===== config.mk =====
export PLATFORM = sky130hd
export DESIGN_NAME = temperature_alert_judgment
export DESIGN_NICKNAME = d
export VERILOG_FILES = /design/src/pkg/alert_judge_pkg.sv /design/src/logic/alert_slot_judge.sv /design/src/logic/temperature_alert_judgment.sv
export SDC_FILE = /design/constraint.sdc
export NUM_CORES = 2
export LEC_CHECK = 0
export BUFFER_PORTS_ARGS = -buffer_cell sky130_fd_sc_hd__buf_2
export CORE_MARGIN = 2
export CORE_UTILIZATION = 70
export DETAILED_ROUTE_END_ITERATION = 8
export PLACE_DENSITY = 0.9
export SLEW_MARGIN = 10
export SYNTH_ARGS = -nofsm -noshare
export SYNTH_HDL_FRONTEND = slang
export SYNTH_HIERARCHICAL = 1
export SYNTH_SLANG_ARGS = --single-unit
export TNS_END_PERCENT = 50

===== constraint.sdc =====
create_clock -name mclk_i -period 8 [get_ports mclk_i]
set_input_delay 0.4 -clock mclk_i [delete_from_list [all_inputs] [get_ports mclk_i]]
set_output_delay 0.4 -clock mclk_i [all_outputs]
set_load 0.02 [all_outputs]

===== src/pkg/alert_judge_pkg.sv =====
// Package: register map, mode codes and carriers for the alert judgment block
package alert_judge_pkg;

  // ----------------------------------------------------------------
  // Geometry
  // ----------------------------------------------------------------
  localparam int unsigned NUM_CH       = 4;
  localparam int unsigned NUM_SLOT     = 4;
  localparam int unsigned DATA_W       = 16;
  localparam int unsigned ADDR_W       = 12;

  // ----------------------------------------------------------------
  // Buffer addresses
  // ----------------------------------------------------------------
  localparam logic [11:0] CH1_STOP_BEHAVIOUR_ADDR    = 12'h118;
  localparam logic [11:0] CH2_STOP_BEHAVIOUR_ADDR    = 12'h148;
  localparam logic [11:0] CH3_STOP_BEHAVIOUR_ADDR    = 12'h178;
  localparam logic [11:0] CH4_STOP_BEHAVIOUR_ADDR    = 12'h1A8;
  localparam logic [11:0] ALERT_HYSTERESIS_BAND_ADDR = 12'h1E0;
  localparam logic [15:0] STOP_BEHAVIOUR_RESET       = 16'h0000;
  localparam logic [15:0] HYSTERESIS_BAND_RESET      = 16'h0000;

  // ----------------------------------------------------------------
  // Stop-mode values and status word layout
  // ----------------------------------------------------------------
  localparam logic [15:0] STOP_MODE_STOP    = 16'h0000;
  localparam logic [15:0] STOP_MODE_MONITOR = 16'h0001;
  localparam logic [15:0] STOP_MODE_ALERT   = 16'h0002;
  localparam int unsigned STATUS_ALERT_LSB  = 8;

  // ----------------------------------------------------------------
  // Alert mode codes
  // ----------------------------------------------------------------
  localparam logic [4:0] MODE_NONE          = 5'h00;
  localparam logic [4:0] MODE_UP_INPUT      = 5'h01;
  localparam logic [4:0] MODE_LO_INPUT      = 5'h02;
  localparam logic [4:0] MODE_UP_DEV        = 5'h03;
  localparam logic [4:0] MODE_LO_DEV        = 5'h04;
  localparam logic [4:0] MODE_UPLO_DEV      = 5'h05;
  localparam logic [4:0] MODE_IN_RANGE      = 5'h06;
  localparam logic [4:0] MODE_UP_INPUT_W    = 5'h07;
  localparam logic [4:0] MODE_LO_INPUT_W    = 5'h08;
  localparam logic [4:0] MODE_UP_DEV_W      = 5'h09;
  localparam logic [4:0] MODE_LO_DEV_W      = 5'h0A;
  localparam logic [4:0] MODE_UPLO_DEV_W    = 5'h0B;
  localparam logic [4:0] MODE_UP_DEV_RW     = 5'h0C;
  localparam logic [4:0] MODE_LO_DEV_RW     = 5'h0D;
  localparam logic [4:0] MODE_UPLO_DEV_RW   = 5'h0E;

  // Comparison kinds after decoding a mode code
  typedef enum logic [2:0] {
    KIND_NONE,
    KIND_UPPER,
    KIND_LOWER,
    KIND_BAND_OUT,
    KIND_BAND_IN
  } judge_kind_e;

  // One slot's configuration
  typedef struct packed {
    logic [4:0]        mode;
    logic signed [15:0] set_value;
  } slot_cfg_s;

  // Buffer write/read request
  typedef struct packed {
    logic        wr;
    logic        rd;
    logic [11:0] addr;
    logic [15:0] wdata;
  } buf_req_s;

endpackage


===== src/logic/alert_slot_judge.sv =====
// One alert slot: mode decode, threshold compare and dead-band hysteresis
`timescale 1ns/1ps
`default_nettype none
module alert_slot_judge
  import alert_judge_pkg::*;
(
  input  wire logic               mclk_i,
  input  wire logic               reset_n_i,
  input  wire logic               sample_i,
  input  wire slot_cfg_s          cfg_i,
  input  wire logic signed [15:0] measured_i,
  input  wire logic signed [15:0] target_i,
  input  wire logic [15:0]        band_i,
  output logic                    alert_o
);

  // ----------------------------------------------------------------
  // Mode decode
  // ----------------------------------------------------------------
  judge_kind_e kind;
  logic        deviation;

  // Wait and re-wait variants judge like their plain forms here
  always_comb begin
    kind      = KIND_NONE;
    deviation = 1'b0;
    unique case (cfg_i.mode)
      MODE_UP_INPUT, MODE_UP_INPUT_W: kind = KIND_UPPER;
      MODE_LO_INPUT, MODE_LO_INPUT_W: kind = KIND_LOWER;
      MODE_UP_DEV, MODE_UP_DEV_W, MODE_UP_DEV_RW: begin
        kind      = KIND_UPPER;
        deviation = 1'b1;
      end
      MODE_LO_DEV, MODE_LO_DEV_W, MODE_LO_DEV_RW: begin
        kind      = KIND_LOWER;
        deviation = 1'b1;
      end
      MODE_UPLO_DEV, MODE_UPLO_DEV_W, MODE_UPLO_DEV_RW: begin
        kind      = KIND_BAND_OUT;
        deviation = 1'b1;
      end
      MODE_IN_RANGE: begin
        kind      = KIND_BAND_IN;
        deviation = 1'b1;
      end
      default: kind = KIND_NONE;
    endcase
  end

  // ----------------------------------------------------------------
  // Compare with hysteresis
  // ----------------------------------------------------------------
  // 18-bit math so deviation and threshold minus band cannot wrap
  logic signed [17:0] value;
  logic signed [17:0] thr;
  logic signed [17:0] mag;
  logic signed [17:0] band;
  logic               enter;
  logic               stay;

  always_comb begin
    value = deviation ? (18'(measured_i) - 18'(target_i)) : 18'(measured_i);
    thr   = 18'(cfg_i.set_value);
    band  = (band_i != 16'h0000) ? 18'(band_i) : 18'h00000;
    mag   = (value < 0) ? -value : value;
    enter = 1'b0;
    stay  = 1'b0;
    unique case (kind)
      KIND_UPPER: begin
        enter = value >= thr;
        stay  = value >= (thr - band);
      end
      KIND_LOWER: begin
        enter = value <= thr;
        stay  = value <= (thr + band);
      end
      KIND_BAND_OUT: begin
        enter = mag >= thr;
        stay  = mag >= (thr - band);
      end
      KIND_BAND_IN: begin
        enter = mag <= thr;
        stay  = mag <= (thr + band);
      end
      default: begin
        enter = 1'b0;
        stay  = 1'b0;
      end
    endcase
  end

  // Judged once per sampling pulse
  always_ff @(posedge mclk_i) begin
    if (!reset_n_i) begin
      alert_o <= 1'b0;
    end else if (sample_i) begin
      alert_o <= alert_o ? stay : enter;
    end
  end

endmodule
`default_nettype wire


===== src/logic/temperature_alert_judgment.sv =====
// Top: per-channel alert slots, buffer registers and occurrence flags
`timescale 1ns/1ps
`default_nettype none
module temperature_alert_judgment
  import alert_judge_pkg::*;
#(
  parameter int unsigned CHANNELS = NUM_CH
)
(
  input  wire logic                       mclk_i,
  input  wire logic                       reset_n_i,
  input  wire logic                       sample_i,
  input  wire buf_req_s                   buf_req_i,
  input  wire slot_cfg_s [NUM_CH*NUM_SLOT-1:0] slot_cfg_i,
  input  wire logic [NUM_CH*16-1:0]       measured_temperature_i,
  input  wire logic [NUM_CH*16-1:0]       target_temperature_i,
  input  wire logic [NUM_CH-1:0]          run_i,
  output logic [15:0]                     buf_rdata_o,
  output logic                            buf_rvalid_o,
  output logic [NUM_CH-1:0]               channel_alert_occurred_flags_o,
  output logic [NUM_CH*16-1:0]            channel_status_words_o
);

  // ----------------------------------------------------------------
  // Elaboration check
  // ----------------------------------------------------------------
  // Address map only holds four stop-mode words
  if (CHANNELS != NUM_CH) begin : g_bad_ch
    $error("CHANNELS must equal four");
  end

  // ----------------------------------------------------------------
  // Buffer registers
  // ----------------------------------------------------------------
  logic [15:0] stop_mode_q [NUM_CH];
  logic [15:0] band_q;
  logic [11:0] stop_addr   [NUM_CH];

  assign stop_addr[0] = CH1_STOP_BEHAVIOUR_ADDR;
  assign stop_addr[1] = CH2_STOP_BEHAVIOUR_ADDR;
  assign stop_addr[2] = CH3_STOP_BEHAVIOUR_ADDR;
  assign stop_addr[3] = CH4_STOP_BEHAVIOUR_ADDR;

  // Separate stop-mode word per channel
  always_ff @(posedge mclk_i) begin
    if (!reset_n_i) begin
      for (int c = 0; c < NUM_CH; c++) begin
        stop_mode_q[c] <= STOP_BEHAVIOUR_RESET;
      end
    end else if (buf_req_i.wr) begin
      for (int c = 0; c < NUM_CH; c++) begin
        if (buf_req_i.addr == stop_addr[c]) begin
          stop_mode_q[c] <= buf_req_i.wdata;
        end
      end
    end
  end

  // Shared dead band
  always_ff @(posedge mclk_i) begin
    if (!reset_n_i) begin
      band_q <= HYSTERESIS_BAND_RESET;
    end else if (buf_req_i.wr && buf_req_i.addr == ALERT_HYSTERESIS_BAND_ADDR) begin
      band_q <= buf_req_i.wdata;
    end
  end

  // Read path; unmapped addresses read zero
  logic [15:0] rd_mux;

  always_comb begin
    rd_mux = 16'h0000;
    for (int c = 0; c < NUM_CH; c++) begin
      if (buf_req_i.addr == stop_addr[c]) begin
        rd_mux = stop_mode_q[c];
      end
    end
    if (buf_req_i.addr == ALERT_HYSTERESIS_BAND_ADDR) begin
      rd_mux = band_q;
    end
  end

  // Registered read data, one cycle after the read strobe
  always_ff @(posedge mclk_i) begin
    if (!reset_n_i) begin
      buf_rdata_o  <= 16'h0000;
      buf_rvalid_o <= 1'b0;
    end else begin
      buf_rvalid_o <= buf_req_i.rd;
      if (buf_req_i.rd) begin
        buf_rdata_o <= rd_mux;
      end
    end
  end

  // ----------------------------------------------------------------
  // Slots and flags per channel
  // ----------------------------------------------------------------
  logic [NUM_CH-1:0] run_q;
  logic [NUM_CH-1:0] flag_q;
  logic              sample_q;

  // Delayed sample pulse: the slot bits are judged by then, so the flag follows them
  always_ff @(posedge mclk_i) begin
    if (!reset_n_i) begin
      sample_q <= 1'b0;
    end else begin
      sample_q <= sample_i;
    end
  end

  // Previous run state for run-to-stop detection
  always_ff @(posedge mclk_i) begin
    if (!reset_n_i) begin
      run_q <= '0;
    end else begin
      run_q <= run_i;
    end
  end

  for (genvar c = 0; c < NUM_CH; c++) begin : g_ch
    logic [NUM_SLOT-1:0] slot_bits;
    logic                any_alert;
    logic                cause_gone;
    logic                to_stop;
    logic                stop_clears;

    // Four independent slots
    for (genvar s = 0; s < NUM_SLOT; s++) begin : g_slot
      alert_slot_judge u_slot (
        .mclk_i     (mclk_i),
        .reset_n_i  (reset_n_i),
        .sample_i   (sample_i),
        .cfg_i      (slot_cfg_i[c*NUM_SLOT+s]),
        .measured_i (measured_temperature_i[c*16 +: 16]),
        .target_i   (target_temperature_i[c*16 +: 16]),
        .band_i     (band_q),
        .alert_o    (slot_bits[s])
      );
    end

    assign any_alert   = |slot_bits;
    assign cause_gone  = !any_alert;
    assign to_stop     = run_q[c] && !run_i[c];
    // Modes 0 and 1 clear on stop; mode 2 and others keep the flag
    assign stop_clears = (stop_mode_q[c] == STOP_MODE_STOP) ||
                         (stop_mode_q[c] == STOP_MODE_MONITOR);

    // A newly sampled alert wins over a run-to-stop clear in the same cycle; an already set flag is cleared
    always_ff @(posedge mclk_i) begin
      if (!reset_n_i) begin
        flag_q[c] <= 1'b0;
      end else if (cause_gone) begin
        flag_q[c] <= 1'b0;
      end else if (any_alert && !flag_q[c] && sample_q) begin
        flag_q[c] <= 1'b1;
      end else if (to_stop && stop_clears) begin
        flag_q[c] <= 1'b0;
      end
    end

    // Status word: alert bits in 8..11
    always_ff @(posedge mclk_i) begin
      if (!reset_n_i) begin
        channel_status_words_o[c*16 +: 16] <= 16'h0000;
      end else begin
        channel_status_words_o[c*16 +: 16] <= 16'(slot_bits) << STATUS_ALERT_LSB;
      end
    end
  end

  assign channel_alert_occurred_flags_o = flag_q;

endmodule
`default_nettype wire


==> impl_metrics.sql <==
INSERT INTO impl_metrics (metric_group, metric, value, unit) VALUES
('worst_setup_path', 'critical-path-top-delay-family', 'compound AO/OA/AOI/OAI gates', ''),
('synthesis', 'synth.top_cells.by_area', 'ha_1, xnor2_1, inv_1, a21oi_1, nor2_1', ''),
('sta', 'layout_worst_path_cycle_share', '85.2', '%'),
('final_layout', 'drive_above_1_share', '8.09', '%'),
('floorplanning', 'io_pins', '586', ''),
('worst_setup_path', 'crit_path_cell_trace', 'buf_4, ha_1, inv_1, fa_1, a21o_1, a21oi_1, o21bai_1, a21o_1, a21oi_1, o21ai_1, o41ai_1, nor2_1, a2111oi_0, o21ai_1, xnor2_1, ha_1, inv_1, o211ai_1, o31ai_1, o211ai_1, o31a_1', ''),
('clocking', 'cts_buffers', '17', ''),
('synthesis', 'yosysTopAreaCellShare', '33.0', '%'),
('place', 'place_hpwl', '270', 'mm'),
('synthesis', 'syn_area', '95300', 'um^2'),
('sta', 'timing_hold_violations_final', '0', ''),
('sta', 'worst_pin_slew', '1.35', 'ns'),
('final_layout', 'most-common-layout-cells', 'ha_1, inv_1, a21oi_1', ''),
('global_routing', 'antenna_found_initial', '123', ''),
('worst_setup_path', 'critical_path_required', '8.43', 'ns'),
('routing', 'drc', '0', ''),
('worst_setup_path', 'crit_arrival', '7.25', 'ns'),
('global_routing', 'via_count_of_the_first_global_routing_pass', '94702', ''),
('clocking', 'h-tree-depth', '4', ''),
('routing', 'vias_per_cell', '6.72', ''),
('clocking', 'cts_tree', 'yes', ''),
('final_layout', 'most_common_library_cell_in_the_layout_ignoring_fill_and_taps', 'ha_1', ''),
('status', 'status', 'finished, final reports clean', ''),
('global_routing', 'grt_pass1_wl', '508', 'mm'),
('clocking', 'post-cts-setup-buffer-count', '0', ''),
('final_layout', 'nets', '15803', ''),
('worst_setup_path', 'timing.critical_path.slowest_cell_delay', '0.94', 'ns'),
('routing', 'detail_route.wl_per_cell', '22.5', 'um'),
('final_layout', 'regArea', '3460', 'um^2'),
('place', 'port_buffers', '537', ''),
('sta', 'finalMaxSlewViolations', '0', ''),
('synthesis', 'number_of_register_bits_inferred_by_synthesis', '138', ''),
('worst_setup_path', 'worst-path-max-fanout', '30', ''),
('floorplanning', 'floorplan.initialDensity', '70.4', '%'),
('synthesis', 'synth_flop_cell', 'dfxtp_1', ''),
('clocking', 'cts_repair_resize_count', '0', ''),
('clocking', 'cts_root_buf', 'clkbuf_16', ''),
('routing', 'ant_nets', '0', ''),
('global_routing', 'maximum_number_of_pins_on_one_net_before_global_route_repair', '50', ''),
('sta', 'max_freq', '147', 'MHz'),
('sta', 'rsz_0062_raised_after_global_routing', 'false', ''),
('worst_setup_path', 'wp_buf_inv', '3', ''),
('clocking', 'cts.path.max_buffers', '2', ''),
('routing', 'postRouteWirelength', '329', 'mm'),
('clocking', 'post_cts_hold_buffer_count', '0', ''),
('floorplanning', 'die_area', '139000', 'um^2'),
('worst_setup_path', 'crit_type', 'reg -> reg', ''),
('power_and_ir_drop', 'vdd_ir_drop_max', '0.000139', 'V'),
('synthesis', 'yosysSeqAreaShare', '3.57', '%'),
('power_and_ir_drop', 'p_per_area', '104', 'nW/um^2'),
('routing', 'vias', '98292', ''),
('sta', 'tns', '0', 'ns'),
('floorplanning', 'chipHeight', '373', 'um'),
('synthesis', 'syn_area_per_cell', '7.53', 'um^2'),
('final_layout', 'fill_cells', '10969', ''),
('clocking', 'tritoncts_num_sinks', '138', ''),
('clocking', 'cts.reportedPaths.clkPinSlew', '0.10', 'ns'),
('floorplanning', 'core_region_area', '135000', 'um^2'),
('power_and_ir_drop', 'power_leakage', '48.0', 'nW'),
('synthesis', 'synth-edff-count', '64', ''),
('worst_setup_path', 'worstSetupEndpointType', 'flop', ''),
('synthesis', 'synthDistinctLibCells', '134', ''),
('synthesis', 'post-synth-top-area-cell', 'ha_1', ''),
('worst_setup_path', 'crit_start_category', 'flop', ''),
('routing', 'detail_route.iter0.violations', '9864', ''),
('synthesis', 'synth-warning-count', '6', ''),
('job', 'cap_violations', '0', ''),
('global_routing', 'grtUsageTotal', '44.9', '%'),
('floorplanning', 'dieWidth', '373', 'um'),
('clocking', 'insertion_delay', '0.53', 'ns'),
('final_layout', 'multiInputGateArea', '84300', 'um^2');
[through the flow]
stage	util (%)	hold slack, ns	instances	total power, mW	setup WS [ns]
final	73.1	0.130	14617	10.3	1.18
after floorplan	-	0.472	12694	6.87	2.72
after detailed placement	72.5	0.540	14503	9.04	1.42
after CTS	72.9	0.116	14535	10.0	1.76
after global routing	73.0	0.128	14583	11.2	0.913
after global placement	72.5	0.536	14503	8.69	1.59
[per-layer routing]
layer  routed length, um  part of all wire (%)  GRT usage (%)  vias up
li1                    -                     -              -    46163
met1              128000                    39           53.6    45705
met2              141000                    43           70.8     4971
met3               35100                    11           12.2     1367
met4               23300                   7.1           28.6       86
met5                 651                  0.20              0        -
[final cells by class]
| type | instances | share of cell area, % |
|---|---|---|
| antenna | 81 | 0.205 |
| clock buffer | 18 | 0.444 |
| clock inverter | 14 | 0.161 |
| inverter | 1341 | 5.09 |
| multi-input combinational | 10661 | 85.3 |
| sequential | 138 | 3.50 |
| tap | 1781 | 2.25 |
| timing repair buffer | 583 | 3.07 |
[where the power goes]
part	internal, mW	total [mW]	switching (mW)
clock network	0.474	0.907	0.433
logic	3.42	8.59	5.18
registers	0.754	0.774	0.0199
[sequential cells by signal, indices dropped and copies added (netlist names)]
register	count
buf_rvalid_o	1
run_q	4
channel_status_words_o	16
buf_rdata_o	16
g_ch.g_slot.u_slot/alert_o	16
channel_alert_occurred_flags_o	4
sample_q	1
stop_mode_q	64
band_q	16
[cell usage after synthesis (44+ instances only)]
| cell | instances |
|---|---|
| nand2_1 | 575 |
| dfxtp_1 | 74 |
| nand4_1 | 307 |
| nand3_1 | 180 |
| nor3b_1 | 56 |
| or3_1 | 75 |
| a31oi_1 | 131 |
| edfxtp_1 | 64 |
| or2_2 | 70 |
| xor2_1 | 280 |
| o21a_1 | 200 |
| clkbuf_1 | 398 |
| ha_1 | 2512 |
| o21ai_0 | 588 |
| nor2b_1 | 216 |
| buf_4 | 61 |
| and4_1 | 63 |
| a211oi_1 | 131 |
| buf_6 | 49 |
| a21o_1 | 439 |
| fa_1 | 48 |
| and3_1 | 109 |
| and2_1 | 110 |
| inv_1 | 1316 |
| o2111ai_1 | 44 |
| o31ai_1 | 80 |
| o211ai_1 | 116 |
| nand2b_1 | 227 |
| nor2_1 | 932 |
| a2111oi_0 | 71 |
| nand3b_1 | 48 |
| nor3_1 | 204 |
| o21ai_1 | 127 |
| a221oi_1 | 58 |
| xnor2_1 | 566 |
| a21oi_1 | 942 |
| o21bai_1 | 149 |
| nor4_1 | 107 |
| o41ai_1 | 45 |
[kinds of logic (layout without fill, tap and decap cells)]
| kind of cell | Yosys count | after routing | share of synthesized area [%] |
|---|---|---|---|
| flops | 138 | 138 | 3.57 |
| compound gates | 3627 | 3627 | 25.8 |
| other cells | 17 | 145 | 0.0670 |
| fa+ha+maj | 2590 | 2590 | 34.3 |
| xor+xnor | 852 | 852 | 7.89 |
| buf+inv | 1895 | 1956 | 8.13 |
| mux | 62 | 62 | 0.775 |
| simple gates | 3466 | 3466 | 19.4 |
[path summary, 6_finish.rpt]
| path | cells past startpoint | endpoint | slack (ns) | startpoint |
|---|---|---|---|---|
| setup / recovery | 21 | g_ch[3].g_slot[0].u_slot/alert_o$_SDFFE_PN0P_ | 1.18 | band_q[0]$_SDFFE_PN0P_ |
| hold / removal | 2 | run_q[3]$_SDFF_PN0_ | 0.13 | run_i[3] |
| setup reg to reg | 21 | g_ch[3].g_slot[0].u_slot/alert_o$_SDFFE_PN0P_ | 1.18 | band_q[0]$_SDFFE_PN0P_ |
| hold reg to reg | 2 | channel_alert_occurred_flags_o[3]$_SDFFE_PN0P_ | 0.55 | stop_mode_q[3][11]$_SDFFCE_PN0P_ |
(Power assumes the default switching activity.)
